**config.mk**
```make
export PLATFORM = sky130hd
export DESIGN_NAME = uii_top
export DESIGN_NICKNAME = d
export VERILOG_FILES = /design/src/hw/uii_pkg.sv /design/src/hw/uii_top.sv /design/src/hw/uii_idle_timer.sv
export VERILOG_INCLUDE_DIRS = /design/src /design/src/hw
export SDC_FILE = /design/constraint.sdc
export NUM_CORES = 1
export LEC_CHECK = 0
export BUFFER_PORTS_ARGS = -buffer_cell sky130_fd_sc_hd__buf_2
export CAP_MARGIN = 20
export CORE_MARGIN = 4
export CORE_UTILIZATION = 43
export CTS_CLUSTER_DIAMETER = 30
export DETAILED_ROUTE_END_ITERATION = 8
export GPL_TIMING_DRIVEN = 0
export PLACE_DENSITY_LB_ADDON = 0.2
export SYNTH_ARGS = -nofsm -noshare
export SYNTH_HDL_FRONTEND = slang
export SYNTH_SLANG_ARGS = --single-unit
```
**constraint.sdc**
```tcl
create_clock -name pclk -period 3.3 [get_ports pclk]
set_input_delay 0.165 -clock pclk [delete_from_list [all_inputs] [get_ports pclk]]
set_output_delay 0.165 -clock pclk [all_outputs]
set_load 0.02 [all_outputs]
```
**src/hw/uii_cfg.svh**
```systemverilog
// Constants for the serial-port interrupt identification block.
// Assumes inclusion by bare name from the package and the modules.
`ifndef UII_CFG_SVH
`define UII_CFG_SVH

// Register byte addresses on APB
`define UII_ADDR_ENABLE 32'h4004_8004
`define UII_ADDR_IDENT 32'h4004_8008
`define UII_ADDR_FIFOCTL 32'h4004_800c
`define UII_ADDR_ABCLR 32'h4004_8010
`define UII_ADDR_RAW 32'h4004_8014

// Identification register fields
`define UII_ID_PEND 0
`define UII_ID_CODE_LSB 1
`define UII_ID_FIFO_LO 6
`define UII_ID_FIFO_HI 7
`define UII_ID_ABEO 8
`define UII_ID_ABTO 9

// Enable register fields
`define UII_EN_RXDATA 0
`define UII_EN_TX_HOLDING_EMPTY_IRQ 1
`define UII_EN_LINE 2
`define UII_EN_MODEM 3
`define UII_EN_ABEO 8
`define UII_EN_ABTO 9
`define UII_ENABLE_MASK 10'h30f

// FIFO control fields
`define UII_FC_FIFO_ON 0
`define UII_FC_TRIG_LSB 6

// Source codes
`define UII_CODE_LINE 3'h3
`define UII_CODE_RXDATA 3'h2
`define UII_CODE_IDLE 3'h6
`define UII_CODE_TX_HOLDING_EMPTY_IRQ 3'h1
`define UII_CODE_MODEM 3'h0

// Reset values
`define UII_IDENT_RESET 32'h0000_0001
`define UII_ENABLE_RESET 10'h000
`define UII_FIFOCTL_RESET 8'h00

// Receive trigger levels selected by the FIFO control field
`define UII_TRIG_L0 5'h01
`define UII_TRIG_L1 5'h04
`define UII_TRIG_L2 5'h08
`define UII_TRIG_L3 5'h0e

// Character time-out arithmetic, in receive sampling clocks
`define UII_TO_CHAR_MULT 16'h0007
`define UII_TO_CHAR_SUB 16'h0002
`define UII_TO_STEP 16'h0008
`define UII_TO_BIAS 16'h0001

// Sampling clocks per bit, for the transmit empty delay
`define UII_TICKS_PER_BIT 16'h0010

`endif

```
**src/hw/uii_pkg.sv**
```systemverilog
// Types for the serial-port interrupt identification block.
// Assumes uii_cfg.svh is on the include path.
package uii_pkg;
  `include "uii_cfg.svh"

  // Receive line error events, one-cycle pulses
  typedef struct packed {
    logic overrun;
    logic parity_err;
    logic framing_err;
    logic break_seen;
  } uii_line_err_t;

  // Modem input pins
  typedef struct packed {
    logic dcd;
    logic dsr;
    logic cts;
    logic ri;
  } uii_modem_t;

  // Transmit empty delay states
  typedef enum logic [2:0] {
    THR_BUSY = 3'b001,
    THR_DELAY = 3'b010,
    THR_EMPTY = 3'b100
  } uii_tx_holding_empty_irq_state_t;

  typedef logic [2:0] uii_code_t;
endpackage : uii_pkg

```
**src/hw/uii_top.sv**
```systemverilog
// Interrupt prioritising and identification for a serial port, APB slave.
// Assumes all event pulses and FIFO counts come from logic on pclk;
// only the modem pins arrive asynchronously.
`timescale 1ns/10ps
`include "uii_cfg.svh"
module uii_top
  import uii_pkg::*;
#(
  parameter int FILL_W = 5
) (
  input wire logic pclk,
  input wire logic presetn,
  input wire logic psel,
  input wire logic penable,
  input wire logic pwrite,
  input wire logic [31:0] paddr,
  input wire logic [31:0] pwdata,
  output logic [31:0] prdata_q,
  output logic pready_q,
  output logic pslverr_q,
  input wire uii_line_err_t line_err,
  input wire logic line_status_read,
  input wire logic [FILL_W-1:0] rx_fill,
  input wire logic rx_write,
  input wire logic rx_buffer_read,
  input wire logic sample_tick,
  input wire logic [3:0] word_bits,
  input wire logic [FILL_W-1:0] tx_fill,
  input wire logic tx_holding_write,
  input wire uii_modem_t modem_pins,
  input wire logic modem_status_read,
  input wire logic autobaud_done,
  input wire logic autobaud_timeout,
  output logic fifo_on_q,
  output logic [1:0] rx_trigger_sel_q
);

  ////////////////////////////////////////////////////////////////////////////
  // Declarations

  logic [9:0] enable_q;
  logic [7:0] fifoctl_q;
  logic line_fault_q;
  logic tx_holding_empty_irq_q;
  logic modem_q;
  logic ab_done_q;
  logic ab_timeout_q;
  logic idle_timeout;
  uii_modem_t mdm_meta_q;
  uii_modem_t mdm_sync_q;
  uii_modem_t mdm_prev_q;
  uii_tx_holding_empty_irq_state_t thr_state_q;
  logic [15:0] thr_count_q;
  logic two_held_q;
  uii_code_t snap_code_q;
  logic snap_pend_n_q;
  logic setup_cyc;
  logic access_done;
  logic wr_done;
  logic ident_rd_done;
  logic [31:0] ident_word;
  logic [31:0] read_word;
  logic addr_hit;
  uii_code_t code_d;
  logic pend_n_d;
  logic [FILL_W-1:0] trig_level;
  logic rx_level_reached;
  logic [FILL_W-1:0] trig_gap;
  logic [15:0] idle_limit;
  logic [15:0] thr_limit;
  logic modem_event;
  logic tx_empty;
  logic tx_holding_empty_irq_clear;

  ////////////////////////////////////////////////////////////////////////////
  // APB phase decode

  // Setup cycle and completed access
  assign setup_cyc = psel && !penable;
  assign access_done = psel && penable && pready_q;
  assign wr_done = access_done && pwrite;
  assign ident_rd_done = access_done && !pwrite &&
                         (paddr == `UII_ADDR_IDENT);

  // Address decode for every mapped register
  always_comb begin
    addr_hit = 1'b0;
    case (paddr)
      `UII_ADDR_ENABLE: addr_hit = 1'b1;
      `UII_ADDR_IDENT: addr_hit = 1'b1;
      `UII_ADDR_FIFOCTL: addr_hit = 1'b1;
      `UII_ADDR_ABCLR: addr_hit = 1'b1;
      `UII_ADDR_RAW: addr_hit = 1'b1;
      default: addr_hit = 1'b0;
    endcase
  end

  // One wait-free answer, ready in the access cycle
  always_ff @(posedge pclk or negedge presetn) begin
    if (!presetn) begin
      pready_q <= 1'b0;
    end else begin
      pready_q <= setup_cyc;
    end
  end

  // Unmapped addresses answer with an error
  always_ff @(posedge pclk or negedge presetn) begin
    if (!presetn) begin
      pslverr_q <= 1'b0;
    end else begin
      pslverr_q <= setup_cyc && !addr_hit;
    end
  end

  ////////////////////////////////////////////////////////////////////////////
  // Software registers

  // Interrupt enables
  always_ff @(posedge pclk or negedge presetn) begin
    if (!presetn) begin
      enable_q <= `UII_ENABLE_RESET;
    end else if (wr_done && paddr == `UII_ADDR_ENABLE) begin
      enable_q <= pwdata[9:0] & `UII_ENABLE_MASK;
    end
  end

  // FIFO enable and trigger select
  always_ff @(posedge pclk or negedge presetn) begin
    if (!presetn) begin
      fifoctl_q <= `UII_FIFOCTL_RESET;
    end else if (wr_done && paddr == `UII_ADDR_FIFOCTL) begin
      fifoctl_q <= {pwdata[7:6], 5'h00, pwdata[0]};
    end
  end

  // FIFO settings passed on to the surrounding port
  always_ff @(posedge pclk or negedge presetn) begin
    if (!presetn) begin
      fifo_on_q <= 1'b0;
      rx_trigger_sel_q <= 2'h0;
    end else begin
      fifo_on_q <= fifoctl_q[`UII_FC_FIFO_ON];
      rx_trigger_sel_q <= fifoctl_q[`UII_FC_TRIG_LSB +: 2];
    end
  end

  ////////////////////////////////////////////////////////////////////////////
  // Receive sources

  // Trigger level from the FIFO control field
  always_comb begin
    trig_level = `UII_TRIG_L0;
    case (fifoctl_q[`UII_FC_TRIG_LSB +: 2])
      2'h0: trig_level = `UII_TRIG_L0;
      2'h1: trig_level = `UII_TRIG_L1;
      2'h2: trig_level = `UII_TRIG_L2;
      2'h3: trig_level = `UII_TRIG_L3;
      default: trig_level = `UII_TRIG_L0;
    endcase
  end

  // Level source follows the fill directly
  assign rx_level_reached = (rx_fill >= trig_level);

  // Idle limit from word length, trigger and held characters
  assign trig_gap = (trig_level > rx_fill) ? trig_level - rx_fill : '0;
  assign idle_limit = 16'(({12'h000, word_bits} * `UII_TO_CHAR_MULT -
                           `UII_TO_CHAR_SUB) * `UII_TO_STEP) +
                      16'({{(16-FILL_W){1'b0}}, trig_gap} * `UII_TO_STEP +
                          `UII_TO_BIAS);

  // Idle time-out timer
  uii_idle_timer #(
    .CW(16)
  ) u_idle_timer (
    .pclk(pclk),
    .presetn(presetn),
    .sample_tick(sample_tick),
    .fifo_activity(rx_write || rx_buffer_read),
    .fifo_nonempty(rx_fill != '0),
    .limit(idle_limit),
    .timeout_q(idle_timeout)
  );

  // Line fault flag; a new error beats a clearing read
  always_ff @(posedge pclk or negedge presetn) begin
    if (!presetn) begin
      line_fault_q <= 1'b0;
    end else if (|line_err) begin
      line_fault_q <= 1'b1;
    end else if (line_status_read) begin
      line_fault_q <= 1'b0;
    end
  end

  ////////////////////////////////////////////////////////////////////////////
  // Transmit empty source

  assign tx_empty = (tx_fill == '0);
  assign thr_limit = 16'(({12'h000, word_bits} + 16'h0001) *
                         `UII_TICKS_PER_BIT);
  assign tx_holding_empty_irq_clear = tx_holding_write ||
                      (ident_rd_done && !snap_pend_n_q &&
                       snap_code_q == `UII_CODE_TX_HOLDING_EMPTY_IRQ);

  // Remember two characters held since the last empty event
  always_ff @(posedge pclk or negedge presetn) begin
    if (!presetn) begin
      two_held_q <= 1'b0;
    end else if (tx_fill >= FILL_W'(2)) begin
      two_held_q <= 1'b1;
    end else if (thr_state_q == THR_EMPTY) begin
      two_held_q <= 1'b0;
    end
  end

  // Empty delay sequence
  always_ff @(posedge pclk or negedge presetn) begin
    if (!presetn) begin
      thr_state_q <= THR_BUSY;
      thr_count_q <= 16'h0000;
    end else begin
      case (thr_state_q)
        THR_BUSY: begin
          thr_count_q <= 16'h0000;
          if (tx_empty) begin
            thr_state_q <= two_held_q ? THR_EMPTY : THR_DELAY;
          end
        end
        THR_DELAY: begin
          if (!tx_empty) begin
            thr_state_q <= THR_BUSY;
          end else if (thr_count_q >= thr_limit) begin
            thr_state_q <= THR_EMPTY;
          end else if (sample_tick) begin
            thr_count_q <= thr_count_q + 16'h0001;
          end
        end
        THR_EMPTY: begin
          if (!tx_empty) begin
            thr_state_q <= THR_BUSY;
          end
        end
        default: begin
          thr_state_q <= THR_BUSY;
        end
      endcase
    end
  end

  // Flag raised on entry to empty; raise beats clear
  always_ff @(posedge pclk or negedge presetn) begin
    if (!presetn) begin
      tx_holding_empty_irq_q <= 1'b0;
    end else if (tx_empty && ((thr_state_q == THR_BUSY && two_held_q) ||
                 (thr_state_q == THR_DELAY && thr_count_q >= thr_limit))) begin
      tx_holding_empty_irq_q <= 1'b1;
    end else if (tx_holding_empty_irq_clear || !tx_empty) begin
      tx_holding_empty_irq_q <= 1'b0;
    end
  end

  ////////////////////////////////////////////////////////////////////////////
  // Modem source

  // Two-flop synchroniser plus a history stage
  always_ff @(posedge pclk or negedge presetn) begin
    if (!presetn) begin
      mdm_meta_q <= '0;
      mdm_sync_q <= '0;
      mdm_prev_q <= '0;
    end else begin
      mdm_meta_q <= modem_pins;
      mdm_sync_q <= mdm_meta_q;
      mdm_prev_q <= mdm_sync_q;
    end
  end

  assign modem_event = (mdm_sync_q.dcd != mdm_prev_q.dcd) ||
                       (mdm_sync_q.dsr != mdm_prev_q.dsr) ||
                       (mdm_sync_q.cts != mdm_prev_q.cts) ||
                       (mdm_sync_q.ri && !mdm_prev_q.ri);

  // Modem flag; a pin change (for ring, a rise only) beats the clearing read
  always_ff @(posedge pclk or negedge presetn) begin
    if (!presetn) begin
      modem_q <= 1'b0;
    end else if (modem_event) begin
      modem_q <= 1'b1;
    end else if (modem_status_read) begin
      modem_q <= 1'b0;
    end
  end

  ////////////////////////////////////////////////////////////////////////////
  // Auto-baud flags

  // Set by the auto-baud unit, cleared by writing the clear bits
  always_ff @(posedge pclk or negedge presetn) begin
    if (!presetn) begin
      ab_done_q <= 1'b0;
    end else if (autobaud_done) begin
      ab_done_q <= 1'b1;
    end else if (wr_done && paddr == `UII_ADDR_ABCLR &&
                 pwdata[`UII_ID_ABEO]) begin
      ab_done_q <= 1'b0;
    end
  end

  always_ff @(posedge pclk or negedge presetn) begin
    if (!presetn) begin
      ab_timeout_q <= 1'b0;
    end else if (autobaud_timeout) begin
      ab_timeout_q <= 1'b1;
    end else if (wr_done && paddr == `UII_ADDR_ABCLR &&
                 pwdata[`UII_ID_ABTO]) begin
      ab_timeout_q <= 1'b0;
    end
  end

  ////////////////////////////////////////////////////////////////////////////
  // Priority encoder and identification word

  // Highest enabled source wins
  always_comb begin
    code_d = `UII_CODE_MODEM;
    pend_n_d = 1'b1;
    if (line_fault_q && enable_q[`UII_EN_LINE]) begin
      code_d = `UII_CODE_LINE;
      pend_n_d = 1'b0;
    end else if (rx_level_reached && enable_q[`UII_EN_RXDATA]) begin
      code_d = `UII_CODE_RXDATA;
      pend_n_d = 1'b0;
    end else if (idle_timeout && enable_q[`UII_EN_RXDATA]) begin
      code_d = `UII_CODE_IDLE;
      pend_n_d = 1'b0;
    end else if (tx_holding_empty_irq_q && enable_q[`UII_EN_TX_HOLDING_EMPTY_IRQ]) begin
      code_d = `UII_CODE_TX_HOLDING_EMPTY_IRQ;
      pend_n_d = 1'b0;
    end else if (modem_q && enable_q[`UII_EN_MODEM]) begin
      code_d = `UII_CODE_MODEM;
      pend_n_d = 1'b0;
    end else begin
      code_d = `UII_CODE_MODEM;
      pend_n_d = 1'b1;
    end
  end

  // Assemble the word; reserved bits read zero
  always_comb begin
    ident_word = 32'h0000_0000;
    ident_word[`UII_ID_PEND] = pend_n_d;
    ident_word[`UII_ID_CODE_LSB +: 3] = code_d;
    ident_word[`UII_ID_FIFO_LO] = fifoctl_q[`UII_FC_FIFO_ON];
    ident_word[`UII_ID_FIFO_HI] = fifoctl_q[`UII_FC_FIFO_ON];
    ident_word[`UII_ID_ABEO] = ab_done_q && enable_q[`UII_EN_ABEO];
    ident_word[`UII_ID_ABTO] = ab_timeout_q &&
                               enable_q[`UII_EN_ABTO];
  end

  // Read data mux
  always_comb begin
    read_word = 32'h0000_0000;
    case (paddr)
      `UII_ADDR_ENABLE: read_word = {22'h000000, enable_q};
      `UII_ADDR_IDENT: read_word = ident_word;
      `UII_ADDR_FIFOCTL: read_word = {24'h000000, fifoctl_q};
      `UII_ADDR_RAW: read_word = {25'h0000000, ab_timeout_q, ab_done_q,
                                  modem_q, tx_holding_empty_irq_q, idle_timeout,
                                  rx_level_reached, line_fault_q};
      default: read_word = 32'h0000_0000;
    endcase
  end

  // Sample the word once at setup and hold it through the access
  always_ff @(posedge pclk or negedge presetn) begin
    if (!presetn) begin
      prdata_q <= `UII_IDENT_RESET;
    end else if (setup_cyc && !pwrite) begin
      prdata_q <= read_word;
    end
  end

  // Frozen code used to decide the transmit empty clear
  always_ff @(posedge pclk or negedge presetn) begin
    if (!presetn) begin
      snap_code_q <= `UII_CODE_MODEM;
      snap_pend_n_q <= 1'b1;
    end else if (setup_cyc && !pwrite && paddr == `UII_ADDR_IDENT) begin
      snap_code_q <= code_d;
      snap_pend_n_q <= pend_n_d;
    end
  end

endmodule : uii_top

```
**src/hw/uii_idle_timer.sv**
```systemverilog
// Receive idle timer raising the character time-out flag.
// Assumes sample_tick and activity come from logic on pclk.
`timescale 1ns/10ps
module uii_idle_timer
  import uii_pkg::*;
#(
  parameter int CW = 16
) (
  input wire logic pclk,
  input wire logic presetn,
  input wire logic sample_tick,
  input wire logic fifo_activity,
  input wire logic fifo_nonempty,
  input wire logic [CW-1:0] limit,
  output logic timeout_q
);

  logic [CW-1:0] count_q;

  // Count sampling clocks since the last FIFO activity
  always_ff @(posedge pclk or negedge presetn) begin
    if (!presetn) begin
      count_q <= '0;
    end else if (fifo_activity || !fifo_nonempty) begin
      count_q <= '0;
    end else if (sample_tick && !timeout_q) begin
      count_q <= count_q + 1'b1;
    end
  end

  // Flag fires on the exact count, any activity drops it
  always_ff @(posedge pclk or negedge presetn) begin
    if (!presetn) begin
      timeout_q <= 1'b0;
    end else if (fifo_activity || !fifo_nonempty) begin
      timeout_q <= 1'b0;
    end else if (sample_tick && (count_q + 1'b1 == limit)) begin
      timeout_q <= 1'b1;
    end
  end
endmodule : uii_idle_timer

```
==> Word level (Yosys, flattened, before mapping) <==
Cells that the tools add are included.
{ "word_totals": {"mem_bits_ro": 0, "ram_bits": 0, "reg_bits": 104, "inputBits": 99, "n_memories": 0, "word_cells": 165, "latch_bits": 0, "output_inout_bits": 37} }
{ "op_classes": {"bitwise_logic": 0, "n_div": 0, "n_mul": 1, "mux": 39, "n_lt_le_gt_ge": 4, "n_eq_ne": 22, "add_sub_neg": 7, "shifts": 0, "reduce_logical": 61} }
{ "op_table": {"columns": ["operator", "n"], "rows": [
  ["$eq A32 B31 Y1 const B", 5],
  ["$mux W16", 5],
  ["$pmux W10 S4", 1],
  ["$add A16 B1 Y16 const B", 2],
  ["$pmux W16 S2", 1],
  ["$logic_and A1 B1 Y1", 29],
  ["$mux W3", 8],
  ["$mux W1", 21],
  ["$pmux W5 S4", 1],
  ["$reduce_bool A2 Y1", 9],
  ["$eq A16 B16 Y1", 1],
  ["$ge A16 B9 Y1", 1],
  ["$add A11 B10 Y12", 1],
  ["$ne A2 B2 Y1 const B", 5],
  ["$add A8 B1 Y9 const B", 1],
  ["$pmux W3 S3", 1],
  ["$logic_not A1 Y1", 8],
  ["$logic_or A1 B1 Y1", 8],
  ["$sub A7 B2 Y8 const B", 1],
  ["$mul A4 B3 Y7 const B", 1],
  ["$eq A3 B1 Y1 const B", 2],
  ["$add A4 B1 Y5 const B", 1],
  ["$ge A5 B2 Y1 const B", 1],
  ["$ge A5 B5 Y1", 1],
  ["16 further kinds", 19]
]} }

==> Depth between registers and ports, before layout <==
Gate-level depths: netlist of the first run.
{ "logic_depth": {"word_depth": 10, "ltp_mapped": 17} }

==> Hierarchy <==
A second synthesis of the first run with hierarchy kept.
{ "unflattened": {"cells_unflattened": 580, "area_unflattened_um2": 5671.7} }
{ "by_module_without_submodules": {"columns": ["mod", "instances", "area_each_um2", "cells_each"], "rows": [
  ["uii_top", 1, 4330.4, 426],
  ["uii_idle_timer", 1, 1341.3, 154]
]} }

==> Worst setup path before layout of the first run <==
No wires, ideal clock.
{ "synth_path": {"kind": "reg2reg", "startpoint": "register fifoctl_q[7]", "endpoint": "register u_idle_timer.timeout_q", "period_less_slack_ns": 3.434, "path_buffers": 0, "path_stages_with_launch": 16, "required_time_ns": 3.236, "arrival_time_ns": 3.369, "setup_ns": 0.064, "path_slack_ns": -0.134, "path_cell_list": "dfrtp_1 > and2_1 > ha_1 > nor2b_1 > o21ai_0 > a21boi_0 > o21ai_1 > nor2_1 > ha_1 > a21o_1 > a21oi_1 > o21ai_0 > and4_1 > or2_2 > o31ai_1 > a31o_2"} }
{ "synth_between": {"elab_chain_len": 9, "word_cells_on_any_way": 13, "classes_between": "3 x add/sub; 1 x order compare; 4 x eq/ne; 2 x mux; 3 x reduce/logical"} }
{ "synth_rtl": {"columns": ["item", "line", "source"], "rows": [
  ["from (decl)", "uii_top.sv:42", "logic [7:0] fifoctl_q;"],
  ["from (signal assigned)", "uii_top.sv:131", "fifoctl_q <= `UII_FIFOCTL_RESET;"],
  ["from (signal assigned)", "uii_top.sv:133", "fifoctl_q <= {pwdata[7:6], 5'h00, pwdata[0]};"],
  ["$eq A2 B2 Y1, or another cell as far along", "uii_top.sv:154", "case (fifoctl_q[`UII_FC_TRIG_LSB +: 2])"],
  ["$pmux W5 S4 *", "uii_top.sv:154", null],
  ["$sub A5 B5 Y5 / $gt A5 B5 Y1 (equally long branches)", "uii_top.sv:167", "assign trig_gap = (trig_level > rx_fill) ? trig_level - rx_fill : '0;"],
  ["$mux W5 *", "uii_top.sv:167", null],
  ["$add A8 B1 Y9 (no source line) *", null, null],
  ["$add A11 B10 Y12 *", "uii_top.sv:168", "assign idle_limit = 16'(({12'h000, word_bits} * `UII_TO_CHAR_MULT -"],
  ["$eq A16 B16 Y1 *", "uii_idle_timer.sv:37", "end else if (sample_tick && (count_q + 1'b1 == limit)) begin"],
  ["$logic_and A1 B1 Y1 *", "uii_idle_timer.sv:37", null],
  ["$reduce_bool A2 Y1 (no source line) *", null, null],
  ["to (signal assigned)", "uii_idle_timer.sv:34", "timeout_q <= 1'b0;"],
  ["to (signal assigned)", "uii_idle_timer.sv:36", "timeout_q <= 1'b0;"],
  ["to (signal assigned)", "uii_idle_timer.sv:38", "timeout_q <= 1'b1;"],
  ["to (decl)", "uii_idle_timer.sv:15", "output logic timeout_q"]
]} }
Every way passes the cells marked *; elsewhere a longest branch is shown, timed or not. The select of a mux whose other input is x is not followed.
A chain may end at the register's enable or synchronous reset.

==> Final worst setup path of the first run <==
Ends and elaborated chain as after synthesis.

==> impl_metrics.yaml, run 1 <==
floorplan:
  die_width_um: 119
  start_util_pct: 44.0
  num_rows: 40
  core-area_um2: 12100
  num_io_pins: 136
  dieArea_um2: 14200
  die_h_um: 119
logic_synthesis:
  synthSimpleGateAreaFrac_pct: 22.9
  synth_enable_flop_cells: 0
  muxShareOfSynthArea_pct: 3.89
  synth_area_um2: 5310
  netlist_instances: 571
  synth_compound_area_share_pct: 11.5
  synth_xor_area_share_pct: 6.93
  synth.area.top_cells: "dfrtp_1 37%, ha_1 7.5%, xnor2_1 4.8%"
  ys_ff_latch: 82
  synthFlopType: "dfrtp_1"
  synth_top_area_share_pct: 37.2
  synth_top_family_by_area: "simple AND/OR/NAND/NOR gates"
  synthDistinctLibCells: 61
  yosys.area_share.adder_pct: 9.43
  async_reset_ff_share_pct: 100
  synth_warnings: 0
  synth_largest_area_cell: "dfrtp_1"
  syn_avg_cell_area_um2: 9.30
  synth.most_common_cell: "dfrtp_1"
  yosysSeqAreaShare_pct: 38.7
  synth_commonest_cells: "79 x dfrtp_1, 54 x nand2_1, 40 x nor2_1"
critical_path:
  cpPeakStageDelay_ns: 0.42
  start_kind: "flip-flop"
  path_buf_inv: 1
  worstPathArrival_ns: 3.60
  worst-path-max-fanout: 5
  end_kind: "flip-flop"
  crit_type: "flip-flop to flip-flop"
  cpMaxStageDelayCell: "dfrtp_1"
  cpMostUsedCell: "o21ai_2"
  path_cells: "and2_4 -> ha_4 -> nor2b_4 -> o21ai_2 -> a21boi_2 -> o21ai_4 -> buf_4 -> nor3_2 -> ha_1 -> a21oi_1 -> o21ai_2 -> and4_1 -> or2_2 -> o31ai_1 -> a31o_2"
  crit_required_ns: 3.59
  cp_top_family: "compound AO/OA/AOI/OAI gates"
pwr:
  leakage_nw: 2.98
  peakVddDrop_uv: 217
  seq_power_share_pct: 43.0
  p_int_w: 0.00172
  p_sw_w: 0.000658
  p_clk_share_pct: 39.9
  swShare_pct: 27.7
  power_w: 0.00238
  powerDensity_nw_per_um2: 359
  p_comb_share_pct: 17.1
timing:
  max_freq_mhz: 302
  finalHoldViolCount: 0
  slew_viol_final: 0
  rsz0062_at_grt: "true"
  fin_skew_ns: 0.00589
  tightest_slew_ns: 0.863
  post-route-period-util_pct: 100
  worst_slack_ns: -0.0137
  period_needed_ns: 3.31
  slew_headroom_pct: 41.7
  setup_viol: 1
detailed_routing:
  drt_pass1_iterations: 5
  wirelength_um: 12500
  first_iter_violations: 327
  ant_nets: 0
  drc: 0
  wl_per_cell_um: 14.1
  viasPerCell: 5.09
  vias: 4496
grt:
  grtUsageMet1_pct: 23.1
  grt_overflow: 0
  grt_pass1_vias: 4643
  grt_max_degree: 53
  grt.total_usage_pct: 18.3
  use_met3_pct: 4.94
  met2_usage_pct: 30.5
  grt_pass1_wl_um: 21500
  grt_antenna_before_repair: 0
  busiest_layer: "met2"
clock_network:
  cts_root_buf: "clkbuf_16"
  clkSlewWorstSetupHoldPaths_ns: 0.06
  cts-buffers-inserted: 9
  cts_sinks: 82
  clk_path_buf_depth: 2
  clk_latency_ns: 0.35
  cts_tree: "yes"
  h-tree-depth: 3
placed_design:
  globalplace.congestion: 0.837
  place_area_um2: 6080
  dp_hpwl_um: 9370
  port_buffers: 89
layout:
  fin_nets: 846
  area_growth_pct: 24.6
  layout-drive-gt1-share_pct: 27.1
  antenna_cells: 0
  design_area_um2: 6620
  nFillCells: 1101
flow_run:
  max_cap_violations: 0
status:
  status: "complete, but fails checks"
  violations: "setup timing"
hold_path:
  hp-class: "primary input to flip-flop"
-- per-stage QoR --
step | setup slack, ns | hold slack [ns] | utilization (%) | std cells | setup TNS, ns
2_1_floorplan | 0.0231 | -0.131 | - | 592 | 0
3_3_place_gp | -0.375 | 0.275 | 50.1 | 849 | -0.375
3_5_place_dp | -0.425 | 0.132 | 50.4 | 850 | -0.425
4_1_cts | -0.0170 | 0.00414 | 54.5 | 882 | -0.0170
5_1_grt | -0.225 | 0.0190 | 54.9 | 883 | -0.225
6_report | -0.0137 | 0.0161 | 54.9 | 883 | -0.0137
-- state kept, by name, indices dropped and copies added, names as in the netlist, 2 cells and up --
name,cells
mdm_sync_q,4
prdata_q,10
snap_code_q,3
enable_q,6
u_idle_timer.count_q,16
fifoctl_q,3
mdm_meta_q,4
thr_count_q,16
rx_trigger_sel_q,2
mdm_prev_q,4
thr_state_q,3
-- layout make-up --
cell class	instances	area, um2	area share [%]
multi-input combinational	443	3110	47.0
sequential	82	2060	31.1
timing repair buffer	107	623	9.41
clock buffer	10	229	3.46
buffer	36	229	3.46
tap	168	210	3.18
inverter	31	116	1.76
clock inverter	6	47.5	0.718
-- power by group through the flow --
stage	Clock [W]	Sequential (W)	Combinational (W)
floorplan	0	0.00104	0.000251
global placement	0	0.00104	0.000366
detailed placement	0	0.00104	0.000378
CTS	0.000974	0.00102	0.000401
global route	0.00103	0.00102	0.000458
finish	0.000947	0.00102	0.000406
-- tightest hold or removal path, stage by stage --
cell and delay [ns]:
buf_2 0.07, nor4_1 0.04, nand2_1 0.04
-- timing repair --
action | 4_1_cts | 5_1_grt
setup buffers | 8 | 1
gates cloned | 0 | 0
endpoints found under the setup margin | 1 | 1
pin swaps | 14 | 5
hold endpoints to repair | 36 | 0
hold buffers | 8 | 0
gates resized for setup | 20 | 6
-- worst paths after layout --
path | from | endpoint | slack [ns] | depth (start not counted)
setup / recovery | fifoctl_q[7] | u_idle_timer.timeout_q | -0.01 | 15
hold / removal | tx_fill[2] | two_held_q | 0.02 | 3
setup reg to reg | fifoctl_q[7] | u_idle_timer.timeout_q | -0.01 | 15
hold reg to reg | mdm_meta_q[0] | mdm_sync_q[0] | 0.35 | 0
max in group asynchronous | presetn | prdata_q[0] | 2.35 | 3
min in group asynchronous | presetn | mdm_sync_q[0] | 0.31 | 2
-- logic make-up (layout without fill, tap and decap cells) --
kind of cell	after synthesis	in the layout
AND/OR/NAND/NOR	226	226
AO/OA/AOI/OAI	97	97
flip-flops	82	82
buffers and inverters	67	190
XOR/XNOR	42	42
adder cells (fa/ha/maj)	37	37
multiplexers	19	19
other	1	22
-- per-layer routing --
metal / part of all wire [%] / vias to the layer above / wire, um
li1: - / 2253 / -
met1: 46 / 2127 / 5710
met2: 48 / 97 / 5950
met3: 5.3 / 19 / 662
met4: 1.3 / 0 / 163
met5: 0 / - / 0
-- cells in the final DEF, fill, tap and decap left out, drive strengths merged, types with 6 or more instances in the layout --
master / n
and2: 10
nor3: 17
buf: 126
nor4b: 8
xor2: 13
xnor2: 29
nor2b: 12
conb: 22
nand3: 19
nand4: 13
mux2: 13
clkbuf: 19
inv: 34
nor4: 16
dlygate4sd3: 8
nor2: 41
dfrtp: 79
a21oi: 24
o21ai: 28
ha: 32
nand2: 54
o21a: 6
mux2i: 6
or3: 7
No activity file was read; power rests on OpenSTA's default activity.
==> inputs of run 2 (changes only) <==
--- a/config.mk
+++ b/config.mk
@@ -15,3 +15,3 @@
 export GPL_TIMING_DRIVEN = 0
-export PLACE_DENSITY_LB_ADDON = 0.2
+export PLACE_DENSITY = 0.7
 export SYNTH_ARGS = -nofsm -noshare
@@ -19 +19,2 @@
 export SYNTH_SLANG_ARGS = --single-unit
+export TNS_END_PERCENT = 50
--- a/constraint.sdc
+++ b/constraint.sdc
@@ -3,2 +3,2 @@
 set_output_delay 0.165 -clock pclk [all_outputs]
-set_load 0.02 [all_outputs]
+set_load 0.1 [all_outputs]
==> impl_metrics.yaml, run 2 (synthesis gave the netlist of run 1 again) <==
status:
  status: "complete, but fails checks"
  violations: "setup timing"
detailed_routing:
  first_iter_violations: 331
  drt_pass1_iterations: 7
  vias: 4571
  wirelength_um: 12400
  wl_per_cell_um: 14.1
  viasPerCell: 5.19
  ant_nets: 0
  drc: 0
layout:
  final_util_pct: 55.0
  layout_common_cells: "91 x buf_2, 79 x dfrtp_1, 54 x nand2_1, 38 x nor2_1"
  antenna_cells: 0
  fin_nets: 843
  area_growth_pct: 25.0
  layout-drive-gt1-share_pct: 26.8
  final_common_cell: "buf_2"
  top_regs: "thr_count_q x16, u_idle_timer.count_q x16, prdata_q x10"
  design_area_um2: 6640
  nFillCells: 1070
grt:
  grt_pass1_wl_um: 20200
  grt_max_degree: 61
  grt_overflow: 0
  grt_pass1_vias: 4404
  grt.total_usage_pct: 17.3
  grt_antenna_before_repair: 0
clock_network:
  cts_root_buf: "clkbuf_16"
  cts_tree: "yes"
  clkSlewWorstSetupHoldPaths_ns: 0.06
  cts_sinks: 82
  h-tree-depth: 3
  cts-buffers-inserted: 9
  clk_latency_ns: 0.34
  clk_path_buf_depth: 2
critical_path:
  cp_top_family: "simple AND/OR/NAND/NOR gates"
  cpPeakStageDelay_ns: 0.54
  cpMostUsedCell: "ha_4"
  crit_type: "flip-flop to flip-flop"
  cpMaxStageDelayCell: "fa_2"
  worstPathArrival_ns: 3.65
  worst-path-max-fanout: 5
  crit_required_ns: 3.58
  start_kind: "flip-flop"
  path_buf_inv: 1
  end_kind: "flip-flop"
  path_cells: "and2_4 -> ha_4 -> nor2b_4 -> o21ai_2 -> a21boi_2 -> o21ai_4 -> nor2_4 -> ha_4 -> inv_2 -> fa_2 -> xnor2_2 -> o21ai_1 -> nor4_1 -> nand4_1 -> nor4_2 -> a31o_2"
timing:
  setup_viol: 1
  finalHoldViolCount: 0
  period_needed_ns: 3.37
  slew_headroom_pct: 54.9
  max_freq_mhz: 297
  worst_slack_ns: -0.0687
  whs_ns: 0.0188
  slew_viol_final: 0
  fin_skew_ns: 0.00859
  post-route-period-util_pct: 102
  rsz0062_at_grt: "true"
  tightest_slew_ns: 0.668
floorplan:
  start_util_pct: 44.0
  die_h_um: 119
  num_rows: 40
  dieArea_um2: 14200
  core-area_um2: 12100
  die_width_um: 119
  num_io_pins: 136
placed_design:
  globalplace.congestion: 0.885
  place_area_um2: 6080
  port_buffers: 89
  dp_hpwl_um: 9710
flow_run:
  max_cap_violations: 0
hold_path:
  hp-class: "primary input to flip-flop"
pwr:
  peakVddDrop_uv: 235
  leakage_nw: 2.96
  power_w: 0.00245
  powerDensity_nw_per_um2: 370
## run 2: cell count changes in the layout (fill, tap and decap cells not counted), moves of 2 or more
cell      previous run  this run
nor2_4               1         3
ha_1                29        27
clkbuf_1            10        13
inv_6                3         0
ha_4                 2         5
buf_4               32        30
## run 2: report_power, final
group / internal (W) / total [W] / leakage [nW] / switching [W]
logic: 0.000190 / 0.000508 / 1.75 / 0.000318
registers: 0.00102 / 0.00102 / 1.08 / 0.00000660
clock network: 0.000533 / 0.000922 / 0.127 / 0.000389
total: 0.00174 / 0.00245 / 2.96 / 0.000714
## run 2: per-layer routing
| layer | vias up | share of wire, % | GRT usage [%] |
|---|---|---|---|
| met4 | 0 | 1.8 | 6.23 |
| met1 | 2162 | 43 | 21.5 |
| li1 | 2246 | - | - |
| met3 | 18 | 6.4 | 4.27 |
| met5 | - | 0 | 0 |
| met2 | 145 | 49 | 29.0 |
## run 2: worst paths after layout
check                            startpoint                     end  slack, ns  cells after the start
max in group asynchronous           presetn          thr_state_q[0]       2.39                      3
min in group asynchronous           presetn             prdata_q[2]       0.28                      2
max reg2reg                    fifoctl_q[7]  u_idle_timer.timeout_q      -0.07                     16
min reg2reg                   mdm_meta_q[2]           mdm_sync_q[2]       0.35                      0
max                            fifoctl_q[7]  u_idle_timer.timeout_q      -0.07                     16
min                        line_status_read            line_fault_q       0.02                      2
## run 2: timing repair
item | CTS | global route
setup buffers | 6 | 1
resized for setup | 24 | 8
pin swaps | 9 | 8
setup endpoints to repair | 1 | 1
hold buffers | 7 | 0
endpoints found under the hold margin | 28 | 0
## run 2: through the flow
stage | setup WS [ns] | std cells | setup TNS [ns]
global placement | -0.378 | 849 | -0.378
CTS | -0.0538 | 879 | -0.0538
floorplan | 0.0231 | 592 | 0
finish | -0.0687 | 880 | -0.0687
global route | -0.224 | 880 | -0.224
detailed placement | -0.458 | 850 | -0.458
## run 2: layout make-up
class | instances | area, um2 | share of cell area (%)
clock inverters | 2 | 16.3 | 0.245
flip-flops and latches | 82 | 2060 | 31.0
well taps | 168 | 210 | 3.17
multi-input cells | 443 | 3160 | 47.6
clock buffers | 14 | 254 | 3.83
inverters | 31 | 116 | 1.75
plain buffers | 36 | 229 | 3.45
repair buffers | 104 | 598 | 9.01
==> inputs of run 3 (changes only) <==
Settings changed: PLACE_DENSITY 0.7 to 0.67.
Clock period 3.3 ns to 4.1 ns, I/O delays scaled along.
==> impl_metrics.yaml, run 3 (synthesis gave the netlist of run 1 again) <==
detailed_routing:
  drt-met1-wl_um: 5270
  wl_per_cell_um: 14.1
  vias: 4530
  wirelength_um: 12300
  drc: 0
  first_iter_violations: 375
  drt_pass1_iterations: 5
  dr.max_layer_used: "met4"
  met2WireLength_um: 5960
  ant_nets: 0
  dr_wl_met3_um: 765
  viasPerCell: 5.21
layout:
  layout_common_cells: "91 x buf_2, 79 x dfrtp_1, 54 x nand2_1, 40 x nor2_1, 32 x ha_1"
  antenna_cells: 0
  top_regs: "thr_count_q x16, u_idle_timer.count_q x16, prdata_q x10"
  area_growth_pct: 21.3
  final_common_cell: "buf_2"
  fin_cells: 870
  final_util_pct: 53.4
  fin_nets: 834
  layout-drive-gt1-share_pct: 23.5
  nFillCells: 1116
timing:
  fin_setup_tns_ns: 0
  tightest_slew_ns: 0.695
  slew_headroom_pct: 53.5
  post-route-period-util_pct: 93.4
  period_needed_ns: 3.83
  slew_viol_final: 0
  rsz0062_at_grt: "false"
  finalHoldViolCount: 0
  setup_viol: 0
  fin_skew_ns: 0.00732
  worst_slack_ns: 0.271
  max_freq_mhz: 261
  whs_ns: 0.0396
floorplan:
  die_h_um: 119
  num_io_pins: 136
  start_util_pct: 44.0
  die_width_um: 119
  num_rows: 40
  core-area_um2: 12100
  dieArea_um2: 14200
critical_path:
  crit_required_ns: 4.38
  rr_startpoint: "fifoctl_q[7]"
  crit_type: "flip-flop to flip-flop"
  cpMaxStageDelayCell: "dfrtp_1"
  path_buf_inv: 0
  worstPathArrival_ns: 4.10
  reg2reg_to: "u_idle_timer.timeout_q"
  end_kind: "flip-flop"
  worst-path-max-fanout: 8
  path_cells: "and2_1 -> ha_1 -> nor2b_1 -> o21ai_0 -> a21boi_1 -> o21ai_2 -> nor2_1 -> ha_1 -> a21o_1 -> a21oi_1 -> o21ai_0 -> and4_1 -> or2_2 -> o31ai_1 -> a31o_2"
  reg2reg_depth: 15
  crit_start: "fifoctl_q[7]"
  cp_top_family: "compound AO/OA/AOI/OAI gates"
  r2r_setup_slack_ns: 0.27
  timing.critical_path.to: "u_idle_timer.timeout_q"
  worstSetupPathDepth: 15
  start_kind: "flip-flop"
  cpPeakStageDelay_ns: 0.44
grt:
  grt_overflow: 0
  grt_pass1_wl_um: 20600
  grt.total_usage_pct: 17.6
  grt_antenna_before_repair: 0
  grt_max_degree: 73
  grt_pass1_vias: 4446
hold_path:
  hp-class: "primary input to flip-flop"
clock_network:
  cts_tree: "yes"
  postCtsSetupRepairBufs: 0
  clk_path_buf_depth: 2
  cts-buffers-inserted: 9
  cts_sinks: 82
  cts_root_buf: "clkbuf_16"
  h-tree-depth: 3
  clk_latency_ns: 0.34
  clkSlewWorstSetupHoldPaths_ns: 0.06
placed_design:
  globalplace.congestion: 0.875
  dpl_worst_slack_ns: 0.135
  dp.cells: 850
  port_buffers: 89
  dp_hpwl_um: 9510
pwr:
  powerDensity_nw_per_um2: 322
  leakage_nw: 2.92
  peakVddDrop_uv: 172
status:
  status: "completed"
flow_run:
  max_cap_violations: 0
[run 3: cell count changes in the layout (fill, tap and decap cells not counted), sizes merged]
cell,previous run,this run
buf,124,117
clkbuf,23,18
bufinv,0,2
dlygate4sd3,7,5
clkinv,1,2
inv,31,32
[run 3: power by group]
part,total (W),switching [W],internal (W)
registers,0.000823,0.00000521,0.000818
clock network,0.000865,0.000333,0.000532
logic,0.000384,0.000245,0.000139
[run 3: final cells by class]
type                            count  area [um2]  area share [%]
Buffer                             36         229            3.55
Tap cell                          168         210            3.26
Clock inverter                      6        90.1            1.40
Timing Repair Buffer               95         526            8.16
Inverter                           31         116            1.81
Sequential cell                    82        2060            31.9
Clock buffer                        9         225            3.50
Multi-Input combinational cell    443        2990            46.4
[run 3: worst reg2reg max path: stages, from the launching register on]
cell and delay (ns):
dfrtp_1 0.44, and2_1 0.21, ha_1 0.28, nor2b_1 0.13, o21ai_0 0.22, a21boi_1 0.16
o21ai_2 0.30, nor2_1 0.12, ha_1 0.30, a21o_1 0.18, a21oi_1 0.24, o21ai_0 0.23
and4_1 0.22, or2_2 0.27, o31ai_1 0.27, a31o_2 0.20
[run 3: routing by layer]
layer | track usage, % | vias to the layer above
met5 | 0 | -
met4 | 4.92 | 0
met3 | 5.13 | 23
met2 | 29.6 | 139
met1 | 21.9 | 2139
li1 | - | 2229
[run 3: through the flow]
| step | cell area, um2 | total power, W |
|---|---|---|
| after global placement | 6040 | 0.00121 |
| after detailed placement | 6070 | 0.00122 |
| final | 6440 | 0.00207 |
| after global routing | 6440 | 0.00217 |
| after CTS | 6440 | 0.00209 |
| after floorplan | 5390 | 0.00112 |
[run 3: worst min-delay path by stage]
| stage | start | to | slack [ns] | cells past startpoint |
|---|---|---|---|---|
| global placement | modem_pins[2] | mdm_meta_q[2] | 0.32 | 1 |
| detailed placement | presetn | prdata_q[6] | 0.06 | 1 |
| global route | autobaud_done | ab_done_q | 0.04 | 2 |
| CTS | autobaud_done | ab_done_q | 0.03 | 2 |
| floorplan | presetn | ab_done_q | -0.09 | 0 |
| finish | autobaud_done | ab_done_q | 0.04 | 2 |
[run 3: what timing repair did]
item / 4_1_cts / 5_1_grt
resized for setup: 0 / 2
hold buffers: 5 / 0
endpoints found under the hold margin: 14 / 0
endpoints found under the setup margin: 0 / 1
